==> src/npcf_pkg.sv <==
`default_nettype none
package npcf_pkg;
  // Credit count width and saturation limit
  localparam int unsigned CNT_W       = 6;
  localparam logic [5:0]  CNT_MAX     = 6'h20;
  localparam logic [5:0]  CNT_RST     = 6'h00;
  // Transmit credit indicator encodings
  localparam logic [1:0]  AV_NONE     = 2'h0;
  localparam logic [1:0]  AV_ONE      = 2'h1;
  localparam logic [1:0]  AV_TWO      = 2'h2;
  localparam logic [1:0]  AV_MANY     = 2'h3;
  // Transmit credit pool width and reset value
  localparam int unsigned POOL_W      = 8;
  localparam logic [7:0]  POOL_RST    = 8'h00;
  localparam logic [7:0]  POOL_MAX    = 8'hff;
  // Indicator lag in cycles
  localparam int unsigned AV_LAG      = 2;
  // Tag reuse guard after a completion, in user clocks
  localparam int unsigned TAG_GUARD   = 5;
  localparam logic [2:0]  TAG_GRD_CNT = 3'h5;
  localparam int unsigned TAG_W       = 8;
  localparam int unsigned DATA_W      = 32;
endpackage : npcf_pkg
`default_nettype wire

==> src/npcf_if.sv <==
`default_nettype none
interface npcf_if;
  logic                            np_delivery_credit_request;
  logic [npcf_pkg::CNT_W-1:0]      np_delivery_credit_level;
  // Completer request stream
  logic                            cq_valid;
  logic                            cq_ready;
  logic                            cq_np;
  logic [npcf_pkg::DATA_W-1:0]     cq_data;
  // Transmit credit indicators
  logic [1:0]                      tx_np_header_credit_avail;
  logic [1:0]                      tx_np_payload_credit_avail;
  logic                            rq_np_sent;
  logic                            rq_np_has_payload;
  // Requester completion sideband
  logic                            requester_completion_sideband;
  logic [npcf_pkg::TAG_W-1:0]      rc_tag;

  modport core (
    input  np_delivery_credit_request,
    output np_delivery_credit_level,
    output cq_valid,
    input  cq_ready,
    output cq_np,
    output cq_data,
    output tx_np_header_credit_avail,
    output tx_np_payload_credit_avail,
    input  rq_np_sent,
    input  rq_np_has_payload,
    output requester_completion_sideband,
    output rc_tag
  );
  modport user (
    output np_delivery_credit_request,
    input  np_delivery_credit_level,
    input  cq_valid,
    output cq_ready,
    input  cq_np,
    input  cq_data,
    input  tx_np_header_credit_avail,
    input  tx_np_payload_credit_avail,
    output rq_np_sent,
    output rq_np_has_payload,
    input  requester_completion_sideband,
    input  rc_tag
  );
endinterface : npcf_if
`default_nettype wire

==> src/npcf_core.sv <==
`default_nettype none
module npcf_core (
  input  wire logic                        sys_clk_i,
  input  wire logic                        rst_n_i,
  input  wire logic                        clk_en_i,
  npcf_if.core                             lnk,
  // Packets received from the link
  input  wire logic                        rx_valid_i,
  input  wire logic                        rx_np_i,
  input  wire logic [npcf_pkg::DATA_W-1:0] rx_data_i,
  output logic                             rx_ready_o,
  // Transmit credit returned by the link partner
  input  wire logic                        tx_nph_return_i,
  input  wire logic                        tx_npd_return_i,
  // Completion presented toward the user
  input  wire logic                        cpl_valid_i,
  input  wire logic [npcf_pkg::TAG_W-1:0]  cpl_tag_i
);
  // ==========================================================
  // Non-posted delivery credit
  logic [npcf_pkg::CNT_W-1:0] cnt_ff;
  logic [npcf_pkg::CNT_W-1:0] nxt_cnt;
  logic                       np_give;
  logic                       credit_ok;

  assign credit_ok = (cnt_ff != npcf_pkg::CNT_RST);

  always_comb begin
    nxt_cnt = cnt_ff;
    if (lnk.np_delivery_credit_request && !np_give &&
        cnt_ff != npcf_pkg::CNT_MAX) begin
      nxt_cnt = cnt_ff + 6'h01;
    end else if (np_give && !lnk.np_delivery_credit_request) begin
      nxt_cnt = cnt_ff - 6'h01;
    end
  end

  always_ff @(posedge sys_clk_i) begin
    if (!rst_n_i) begin
      cnt_ff <= npcf_pkg::CNT_RST;
    end else if (clk_en_i) begin
      cnt_ff <= nxt_cnt;
    end
  end

  // ==========================================================
  // Credit level output
  // Level is registered, one cycle after the count
  logic [npcf_pkg::CNT_W-1:0] lvl_ff;

  always_ff @(posedge sys_clk_i) begin
    if (!rst_n_i) begin
      lvl_ff <= npcf_pkg::CNT_RST;
    end else if (clk_en_i) begin
      lvl_ff <= cnt_ff;
    end
  end
  assign lnk.np_delivery_credit_level = lvl_ff;

  // ==========================================================
  // Completer request output register
  logic                        ov_ff;
  logic                        onp_ff;
  logic [npcf_pkg::DATA_W-1:0] od_ff;
  logic                        nxt_ov;
  logic                        nxt_onp;
  logic [npcf_pkg::DATA_W-1:0] nxt_od;
  logic                        slot_free;
  logic                        rx_take;

  assign slot_free  = !ov_ff || lnk.cq_ready;
  // Posted packets never wait on credit
  assign rx_ready_o = slot_free && (!rx_np_i || credit_ok);
  assign rx_take    = rx_valid_i && rx_ready_o;
  assign np_give    = rx_take && rx_np_i;

  always_comb begin
    nxt_ov  = ov_ff;
    nxt_onp = onp_ff;
    nxt_od  = od_ff;
    if (slot_free) begin
      nxt_ov = rx_take;
      if (rx_take) begin
        nxt_onp = rx_np_i;
        nxt_od  = rx_data_i;
      end
    end
  end

  always_ff @(posedge sys_clk_i) begin
    if (!rst_n_i) begin
      ov_ff  <= 1'b0;
      onp_ff <= 1'b0;
      od_ff  <= '0;
    end else if (clk_en_i) begin
      ov_ff  <= nxt_ov;
      onp_ff <= nxt_onp;
      od_ff  <= nxt_od;
    end
  end
  assign lnk.cq_valid = ov_ff;
  assign lnk.cq_np    = onp_ff;
  assign lnk.cq_data  = od_ff;

  // ==========================================================
  // Transmit credit pools and indicators
  logic [npcf_pkg::POOL_W-1:0] nph_ff;
  logic [npcf_pkg::POOL_W-1:0] npd_ff;
  logic [npcf_pkg::POOL_W-1:0] nxt_nph;
  logic [npcf_pkg::POOL_W-1:0] nxt_npd;
  logic [1:0]                  hav_ff;
  logic [1:0]                  dav_ff;
  logic [1:0]                  hav_d_ff;
  logic [1:0]                  dav_d_ff;

  // ==========================================================
  // Pool helpers: two-bit code and saturating update
  function automatic logic [1:0] npcf_enc(
    input logic [npcf_pkg::POOL_W-1:0] v
  );
    if (v == 8'h00) begin
      npcf_enc = npcf_pkg::AV_NONE;
    end else if (v == 8'h01) begin
      npcf_enc = npcf_pkg::AV_ONE;
    end else if (v == 8'h02) begin
      npcf_enc = npcf_pkg::AV_TWO;
    end else begin
      npcf_enc = npcf_pkg::AV_MANY;
    end
  endfunction : npcf_enc

  function automatic logic [npcf_pkg::POOL_W-1:0] npcf_upd(
    input logic [npcf_pkg::POOL_W-1:0] v,
    input logic                        add,
    input logic                        sub
  );
    npcf_upd = v;
    if (add && !sub && v != npcf_pkg::POOL_MAX) begin
      npcf_upd = v + 8'h01;
    end else if (sub && !add && v != npcf_pkg::POOL_RST) begin
      npcf_upd = v - 8'h01;
    end
  endfunction : npcf_upd

  always_comb begin
    nxt_nph = npcf_upd(nph_ff, tx_nph_return_i, lnk.rq_np_sent);
    nxt_npd = npcf_upd(npd_ff, tx_npd_return_i,
                       lnk.rq_np_sent && lnk.rq_np_has_payload);
  end

  always_ff @(posedge sys_clk_i) begin
    if (!rst_n_i) begin
      nph_ff   <= npcf_pkg::POOL_RST;
      npd_ff   <= npcf_pkg::POOL_RST;
      hav_ff   <= npcf_pkg::AV_NONE;
      dav_ff   <= npcf_pkg::AV_NONE;
      hav_d_ff <= npcf_pkg::AV_NONE;
      dav_d_ff <= npcf_pkg::AV_NONE;
    end else if (clk_en_i) begin
      nph_ff   <= nxt_nph;
      npd_ff   <= nxt_npd;
      // Two-stage pipe: recent use may be missing
      hav_ff   <= npcf_enc(nph_ff);
      dav_ff   <= npcf_enc(npd_ff);
      hav_d_ff <= hav_ff;
      dav_d_ff <= dav_ff;
    end
  end
  // Indicators trail the pools by two edges
  assign lnk.tx_np_header_credit_avail  = hav_d_ff;
  assign lnk.tx_np_payload_credit_avail = dav_d_ff;

  // ==========================================================
  // Completion sideband
  logic                       cv_ff;
  logic [npcf_pkg::TAG_W-1:0] ct_ff;

  always_ff @(posedge sys_clk_i) begin
    if (!rst_n_i) begin
      cv_ff <= 1'b0;
      ct_ff <= '0;
    end else if (clk_en_i) begin
      cv_ff <= cpl_valid_i;
      ct_ff <= cpl_valid_i ? cpl_tag_i : ct_ff;
    end
  end
  assign lnk.requester_completion_sideband = cv_ff;
  assign lnk.rc_tag                        = ct_ff;
endmodule : npcf_core
`default_nettype wire

==> src/flat_wrapper.sv <==
// flat-port wrapper written by rule: the top's interface ports become plain ports
module npcf_core_flat 
  (sys_clk_i, rst_n_i, clk_en_i, rx_valid_i, rx_np_i, rx_data_i, rx_ready_o, tx_nph_return_i, tx_npd_return_i, cpl_valid_i, cpl_tag_i, lnk_np_delivery_credit_request, lnk_np_delivery_credit_level, lnk_cq_valid, lnk_cq_ready, lnk_cq_np, lnk_cq_data, lnk_tx_np_header_credit_avail, lnk_tx_np_payload_credit_avail, lnk_rq_np_sent, lnk_rq_np_has_payload, lnk_requester_completion_sideband, lnk_rc_tag);
  npcf_if lnk_i ();
  input  wire logic sys_clk_i;
  input  wire logic rst_n_i;
  input  wire logic clk_en_i;
  input  wire logic rx_valid_i;
  input  wire logic rx_np_i;
  input  wire logic [npcf_pkg::DATA_W-1:0] rx_data_i;
  output logic rx_ready_o;
  input  wire logic tx_nph_return_i;
  input  wire logic tx_npd_return_i;
  input  wire logic cpl_valid_i;
  input  wire logic [npcf_pkg::TAG_W-1:0] cpl_tag_i;
  input wire logic [$bits(lnk_i.np_delivery_credit_request)-1:0] lnk_np_delivery_credit_request;
  output wire logic [$bits(lnk_i.np_delivery_credit_level)-1:0] lnk_np_delivery_credit_level;
  output wire logic [$bits(lnk_i.cq_valid)-1:0] lnk_cq_valid;
  input wire logic [$bits(lnk_i.cq_ready)-1:0] lnk_cq_ready;
  output wire logic [$bits(lnk_i.cq_np)-1:0] lnk_cq_np;
  output wire logic [$bits(lnk_i.cq_data)-1:0] lnk_cq_data;
  output wire logic [$bits(lnk_i.tx_np_header_credit_avail)-1:0] lnk_tx_np_header_credit_avail;
  output wire logic [$bits(lnk_i.tx_np_payload_credit_avail)-1:0] lnk_tx_np_payload_credit_avail;
  input wire logic [$bits(lnk_i.rq_np_sent)-1:0] lnk_rq_np_sent;
  input wire logic [$bits(lnk_i.rq_np_has_payload)-1:0] lnk_rq_np_has_payload;
  output wire logic [$bits(lnk_i.requester_completion_sideband)-1:0] lnk_requester_completion_sideband;
  output wire logic [$bits(lnk_i.rc_tag)-1:0] lnk_rc_tag;
  assign lnk_i.np_delivery_credit_request = lnk_np_delivery_credit_request;
  assign lnk_np_delivery_credit_level = lnk_i.np_delivery_credit_level;
  assign lnk_cq_valid = lnk_i.cq_valid;
  assign lnk_i.cq_ready = lnk_cq_ready;
  assign lnk_cq_np = lnk_i.cq_np;
  assign lnk_cq_data = lnk_i.cq_data;
  assign lnk_tx_np_header_credit_avail = lnk_i.tx_np_header_credit_avail;
  assign lnk_tx_np_payload_credit_avail = lnk_i.tx_np_payload_credit_avail;
  assign lnk_i.rq_np_sent = lnk_rq_np_sent;
  assign lnk_i.rq_np_has_payload = lnk_rq_np_has_payload;
  assign lnk_requester_completion_sideband = lnk_i.requester_completion_sideband;
  assign lnk_rc_tag = lnk_i.rc_tag;
  npcf_core u_core (.sys_clk_i(sys_clk_i), .rst_n_i(rst_n_i), .clk_en_i(clk_en_i), .lnk(lnk_i), .rx_valid_i(rx_valid_i), .rx_np_i(rx_np_i), .rx_data_i(rx_data_i), .rx_ready_o(rx_ready_o), .tx_nph_return_i(tx_nph_return_i), .tx_npd_return_i(tx_npd_return_i), .cpl_valid_i(cpl_valid_i), .cpl_tag_i(cpl_tag_i));
endmodule
==> config.mk <==
export PLATFORM = sky130hd
export DESIGN_NAME = npcf_core_flat
export DESIGN_NICKNAME = d
export VERILOG_FILES = /design/src/npcf_pkg.sv /design/src/npcf_if.sv /design/src/npcf_core.sv /design/src/flat_wrapper.sv
export SDC_FILE = /design/constraint.sdc
export NUM_CORES = 1
export LEC_CHECK = 0
export ABC_AREA = 0
export BUFFER_PORTS_ARGS = -buffer_cell sky130_fd_sc_hd__buf_2
export CAP_MARGIN = 20
export CORE_MARGIN = 3
export CORE_UTILIZATION = 45
export CTS_CLUSTER_DIAMETER = 80
export DETAILED_ROUTE_END_ITERATION = 10
export PLACE_DENSITY = 0.75
export SETUP_SLACK_MARGIN = 0.4
export SYNTH_ARGS = -nofsm -noshare
export SYNTH_HDL_FRONTEND = slang
export SYNTH_SLANG_ARGS = --single-unit
==> constraint.sdc <==
create_clock -name sys_clk_i -period 2.7 [get_ports sys_clk_i]
set_input_delay 0.135 -clock sys_clk_i [delete_from_list [all_inputs] [get_ports sys_clk_i]]
set_output_delay 0.135 -clock sys_clk_i [all_outputs]
set_load 0.02 [all_outputs]
==> out/results.tsv, run 1 <==
stage	metric	value	unit
status	status	completed	
power_and_ir_drop	power per cell area	851.7	nW/um^2
timing	Max Slew Vio Count	0	
timing	maximum clock rate	0.3828	GHz
run	max_cap viols	0	
drt	via count	3358	
timing	RSZ-0062 raised after global routing	yes	
timing	final worst slack	87.44	ps
drt	drt initial violations	48	
global_routing	global-route wire length before repair	14610	um
yosys	Post-Syn Area	3795	sq um
final_layout	commonest non-fill, non-tap cells in the layout	buf_2, nand2_1, dfxtp_1, a21boi_0, mux2i_1	
die	full die area	9571	sq um
placement	Post-DP Area	4451	sq um
timing	Tmin final	2613	ps
final_layout	fin cells	652	
setup_path	CP required	2990	ps
final_layout	final instance area	4825	sq um
placement	IO Port Bufs	105	
yosys	sequential area share after synthesis	41.67	%
drt	number of remaining DRC errors	0	
yosys	ys async rst share	0	%
die	chip height	97.83	um
yosys	#FFs+latches synth	79	
clock_network	Root Driver	clkbuf_8	
final_layout	commonest non-fill, non-tap cell in the layout	buf_2	
die	core area	7968	sq um
die	Starting Density	47.63	%
clock_network	total CTS buffers	9	
yosys	ys flop type	dfxtp_1	
power_and_ir_drop	Peak VDD IR	310.6	uV
setup_path	Setup crit end kind	register	
timing	Period Utilization, post-route	96.76	%
final_layout	layout cells sized above 1	30.18	%
global_routing	Overflow after GRT	0	
die	chip width	97.83	um
drt	Pre-Repair DR Iteration Count	4	
yosys	Syn. warnings	0	
final_layout	ANT cells	0	
drt	vias per cell	5.150	
setup_path	crit-path max FO	5	
yosys	syn avg cell area	8.846	sq um
timing	Hold WS	18.80	ps
yosys	count of different cell masters after synthesis	50	
final_layout	# nets final	610	
setup_path	worst endpoint data arrival time	2900	ps
clock_network	clock-pin slew on the worst setup and hold paths	100	ps
final_layout	Syn-to-layout area delta	27.13	%
drt	Wirelength per Cell	13.22	um
global_routing	pin count of the biggest net entering global routing	43	
timing	Final TNS setup	0	ps
placement	Place WS	-22.95	ps
worst_hold_path	worst hold path class	in2reg	
die	Cell Rows	32	
clock_network	CTS tree	yes	
global_routing	initial antenna violation count	0	
placement	post-placement cell count	621	
power_and_ir_drop	Tot Pwr	4.109	mW
setup_path	CP Class	reg2reg	
placement	RePlAce Congestion	0.8066	
drt	Routed WL	8620	um
timing	final clock skew	14.35	ps
drt	Post-DRT Antenna Nets	0	
final_layout	final core occ	60.55	%
die	# IOs	106	
global_routing	number of global-route vias before repair	3238	
timing	Final setup viols	0	
clock_network	Clk Latency, worst-skew pair	360	ps
yosys	Post-synth EDFFs	0	
timing	Final Hold Vio Count	0	
global_routing	All-Layer GR Usage	18.03	%
yosys	Syn Inst Count	429	
clock_network	htree depth	3	
clock_network	CTS max path bufs	2	
placement	Post-DP HPWL	5965	um
setup_path	startpoint types	register	
timing	Max-slew headroom	59.06	%
power_and_ir_drop	static leakage	2.128	nW
clock_network	TritonCTS Sinks	79	
timing	Tightest Pin Transition	614.1	ps
yosys	Mapped Nets	494	
state kept, by name, indices dropped and copies added (netlist names), 2 cells and up:
signal                                 flops
u_core.nph_ff                              8
u_core.lnk.tx_np_header_credit_avail       2
u_core.lnk.tx_np_payload_credit_avail      2
u_core.lnk.rc_tag                          8
u_core.hav_ff                              2
u_core.dav_ff                              2
u_core.lnk.cq_data                        32
u_core.cnt_ff                              6
u_core.npd_ff                              8
u_core.lnk.np_delivery_credit_level        6
Yosys cell counts, drive strengths merged, types with 2 or more instances:
library cell / n / area [sq um]
nor2b: 16 / 100.1
and3: 2 / 12.51
nand3: 14 / 70.07
o221a: 2 / 22.52
nor3: 7 / 35.03
a31oi: 7 / 43.79
inv: 8 / 30.03
nor4: 2 / 12.51
xnor2: 6 / 52.55
buf: 10 / 62.56
ha: 12 / 150.1
a21oi: 18 / 101.4
or3: 4 / 25.02
nor2: 9 / 41.29
nand2: 88 / 330.3
and2: 12 / 75.07
a211oi: 3 / 22.52
nand4: 3 / 18.77
a21o: 2 / 15.01
dfxtp: 79 / 1582
xor2: 9 / 78.83
o21ai: 13 / 65.06
mux2i: 18 / 180.2
or4: 4 / 37.53
clkbuf: 13 / 48.80
nand3b: 2 / 27.53
a21boi: 49 / 367.8
metal layers:
layer / part of all wire [%] / track usage, % / vias to the layer above
li1: - / - / 1710
met1: 46 / 22.88 / 1537
met2: 47 / 29.21 / 95
met3: 6.1 / 4.857 / 16
met4: 1.7 / 7.029 / 0
met5: 0 / 0 / -
layout make-up:
type	count	area, sq um
Clock inverter	7	85.08
Multi-Input combinational cell	319	2138
Sequential cell	79	1587
Timing Repair Buffer	128	733.2
Tap cell	102	127.6
Clock buffer	9	123.9
Inverter	8	30.03
Fill cell	716	3143
power by group:
group / switching (mW) / internal, mW / total (mW)
combinational: 0.846 / 0.857 / 1.70
clock: 0.480 / 0.449 / 0.929
sequential: 0.144 / 1.33 / 1.48
timing repair:
item | 4_1_cts | 5_1_grt
setup buffers | 6 | 3
pin swaps | 8 | 5
hold buffers | 6 | 0
endpoints found under the setup margin | 4 | 9
gates resized for setup | 3 | 8
hold endpoints to repair | 6 | 0
kinds of logic after synthesis:
kind of cell,synth area share (%)
and+or+nand+nor,21.96
buffers and inverters,3.726
DFF,41.67
AOI/OAI and AO/OA,19.95
muxes,4.748
xor gates and xnor gates,3.462
adders and majority gates,4.484
worst max-delay path: stages (launching register included):
cell	delay [ps]
dfxtp_2	330
or4_4	550
nor2_4	120
mux2i_2	260
inv_2	130
ha_4	240
a211oi_2	170
o21bai_1	80
a21oi_1	160
xnor2_1	90
or3_1	310
a21boi_1	120
final timing paths:
kind,slack [ps],cells past startpoint,start,end
worst min-delay path,20,3,rx_data_i[20],u_core.lnk.cq_data[20]$_SDFFE_PN0P_
worst max-delay path,90,11,u_core.cnt_ff[2]$_SDFFE_PN0P_,u_core.cnt_ff[5]$_SDFFE_PN0P_
worst max register to register,90,11,u_core.cnt_ff[2]$_SDFFE_PN0P_,u_core.cnt_ff[5]$_SDFFE_PN0P_
worst min register to register,460,2,u_core.lnk.cq_data[0]$_SDFFE_PN0P_,u_core.lnk.cq_data[0]$_SDFFE_PN0P_
Power figures use the tool's default switching activity.
==> inputs of run 2 (changes only) <==
--- a/config.mk
+++ b/config.mk
@@ -12,7 +12,7 @@
 export CORE_UTILIZATION = 45
 export CTS_CLUSTER_DIAMETER = 80
 export DETAILED_ROUTE_END_ITERATION = 10
-export PLACE_DENSITY = 0.75
+export PLACE_DENSITY = 0.72
 export SETUP_SLACK_MARGIN = 0.4
 export SYNTH_ARGS = -nofsm -noshare
 export SYNTH_HDL_FRONTEND = slang
==> out/results.tsv, run 2 (synthesized netlist as in run 1, its figures left out) <==
stage	metric	value	unit	change
die	Starting Density	47.63	%	unchanged
drt	Pre-Repair DR Iteration Count	4		unchanged
global_routing	All-Layer GR Usage	18.56	%	+0.53 points
drt	Post-DRT Antenna Nets	0		unchanged
global_routing	number of global-route vias before repair	3254		+0.49%
power_and_ir_drop	Peak VDD IR	376.8	uV	+21%
final_layout	max reg flops	32		unchanged
setup_path	reg2reg end	u_core.cnt_ff[4]$_SDFFE_PN0P_		
die	Cell Rows	32		unchanged
timing	Final Hold Vio Count	0		unchanged
final_layout	commonest non-fill, non-tap cells in the layout	buf_2, nand2_1, dfxtp_1, a21boi_0, mux2i_1		
worst_hold_path	worst hold path class	in2reg		
clock_network	clock-pin slew on the worst setup and hold paths	80	ps	-20 ps
clock_network	Clk Latency, worst-skew pair	340	ps	-20 ps
setup_path	FF-to-FF path depth	11		unchanged
die	full die area	9571	sq um	unchanged
die	# IOs	106		unchanged
power_and_ir_drop	static leakage	2.080	nW	-2.2%
drt	drt initial violations	77		+60%
worst_hold_path	HP Start	rx_data_i[25]		
final_layout	# nets final	601		-1.5%
clock_network	htree depth	3		unchanged
global_routing	pin count of the biggest net entering global routing	51		+19%
die	core area	7968	sq um	unchanged
global_routing	initial antenna violation count	0		unchanged
clock_network	Root Driver	clkbuf_8		
timing	Hold WS	35.63	ps	+16.83 ps
drt	Routed WL	8638	um	+0.21%
setup_path	worst endpoint data arrival time	2920	ps	+20 ps
timing	Final TNS setup	0	ps	unchanged
setup_path	CP Class	reg2reg		
global_routing	global-route wire length before repair	15000	um	+2.6%
setup_path	CP required	2980	ps	about the same
final_layout	ANT cells	0		unchanged
run	max_cap viols	0		unchanged
power_and_ir_drop	power per cell area	830.6	nW/um^2	-2.5%
final_layout	layout cells sized above 1	29.94	%	-0.24 points
setup_path	flop-to-flop setup slack	50	ps	-30 ps
final_layout	Syn-to-layout area delta	25.26	%	
timing	RSZ-0062 raised after global routing	yes		
setup_path	CP peak stage delay	540	ps	about the same
setup_path	Crit path max-delay family	simple AND/OR/NAND/NOR gates		
drt	number of remaining DRC errors	0		unchanged
timing	final worst slack	53.34	ps	-34.10 ps
setup_path	CP Depth	11		unchanged
placement	IO Port Bufs	105		unchanged
setup_path	crit path buf inv count	2		+1
clock_network	total CTS buffers	9		unchanged
setup_path	critical-path cell list	or4_4, nor2_4, mux2i_2, inv_2, buf_4, fa_2, a21o_1, a21oi_2, xnor2_1, mux2i_1, nor2b_1		
worst_hold_path	hold-critical path endpoint	u_core.lnk.cq_data[25]$_SDFFE_PN0P_		
die	chip height	97.83	um	unchanged
timing	Tmin final	2647	ps	+34.10 ps
worst_hold_path	WHS Path Cells	3		unchanged
placement	RePlAce Congestion	0.7916		-1.9%
timing	maximum clock rate	0.3778	GHz	-1.3%
clock_network	TritonCTS Sinks	79		unchanged
clock_network	CTS max path bufs	2		unchanged
status	status	completed		
setup_path	Setup crit end kind	register		
clock_network	CTS tree	yes		
final_layout	commonest non-fill, non-tap cell in the layout	buf_2		
setup_path	Reg-to-Reg Start	u_core.cnt_ff[4]$_SDFFE_PN0P_		
die	chip width	97.83	um	unchanged
drt	vias per cell	5.216		+1.3%
power_and_ir_drop	Tot Pwr	3.948	mW	-3.9%
global_routing	Overflow after GRT	0		unchanged
final_layout	final core occ	59.66	%	-0.90 points
drt	Wirelength per Cell	13.43	um	+1.6%
setup_path	crit-path max FO	5		unchanged
timing	Tightest Pin Transition	744.6	ps	+130.5 ps
timing	Max Slew Vio Count	0		unchanged
setup_path	slowest CP cell	or4_4		
final_layout	Fillers	730		+2.0%
clock_network	hold buffer count at cts	0		-6
timing	Final setup viols	0		unchanged
placement	Post-DP HPWL	6232	um	+4.5%
placement	Place WS	5.473	ps	+28.42 ps
timing	Period Utilization, post-route	98.02	%	+1.3 points
drt	via count	3354		-0.12%
timing	Max-slew headroom	50.36	%	-8.7 points
timing	final clock skew	5.045	ps	-9.309 ps
setup_path	startpoint types	register		
run 2: cell count changes in the layout (fill, tap and decap cells not counted), moves of 2 or more:
cell / delta
dlygate4sd3_1: -6
inv_6: -4
buf_6: -2
clkbuf_8: +2
clkinvlp_4: +2
run 2: worst reg2reg max path: stages (launching register included):
cell     delay, ps
dfxtp_2        330
or4_4          540
nor2_4         130
mux2i_2        270
inv_2          140
buf_4          160
fa_2           360
a21o_1         170
a21oi_2        130
xnor2_1        140
mux2i_1         90
nor2b_1        120
run 2: where the power goes:
part | total, mW | leakage [nW] | switching [mW] | internal, mW
registers | 1.48 | 0.646 | 0.147 | 1.33
clock network | 0.900 | 0.0988 | 0.420 | 0.480
logic | 1.57 | 1.34 | 0.816 | 0.754
run 2: worst max path at each step:
stage                             startpoint                       endpoint
2_1_floorplan  u_core.cnt_ff[4]$_SDFFE_PN0P_  u_core.cnt_ff[5]$_SDFFE_PN0P_
5_1_grt        u_core.cnt_ff[4]$_SDFFE_PN0P_  u_core.cnt_ff[5]$_SDFFE_PN0P_
4_1_cts        u_core.cnt_ff[4]$_SDFFE_PN0P_  u_core.cnt_ff[5]$_SDFFE_PN0P_
3_3_place_gp   u_core.cnt_ff[4]$_SDFFE_PN0P_  u_core.cnt_ff[5]$_SDFFE_PN0P_
6_report       u_core.cnt_ff[4]$_SDFFE_PN0P_  u_core.cnt_ff[4]$_SDFFE_PN0P_
3_5_place_dp   u_core.cnt_ff[4]$_SDFFE_PN0P_  u_core.cnt_ff[5]$_SDFFE_PN0P_
run 2: through the flow:
stage	area, sq um	instances
after floorplan	3849	429
after global placement	4471	622
after detailed placement	4471	622
after CTS	4716	642
after global routing	4753	643
final	4753	643
run 2: timing repair:
action | 4_1_cts | 5_1_grt
gates resized for setup | 3 | 5
setup endpoints to repair | 4 | 28
buffers inserted | 4 | 1
pin swaps | 7 | 2
run 2: per-layer routing:
layer	track usage, %	part of all wire [%]	vias up	wire, um
li1	-	-	1692	-
met1	23.22	45	1549	3907
met2	31.20	47	97	4041
met3	4.714	6.2	16	535
met4	6.177	1.8	0	154
met5	0	0	-	0
run 2: layout make-up:
| class | count | area [sq um] | area share, % |
|---|---|---|---|
| inverters | 8 | 30.03 | 0.6317 |
| clock inverters | 4 | 53.80 | 1.132 |
| clock buffers | 12 | 155.1 | 3.264 |
| repair buffers | 119 | 643.1 | 13.53 |
| multi-input cells | 319 | 2158 | 45.41 |
| flip-flops and latches | 79 | 1585 | 33.35 |
| well taps | 102 | 127.6 | 2.685 |
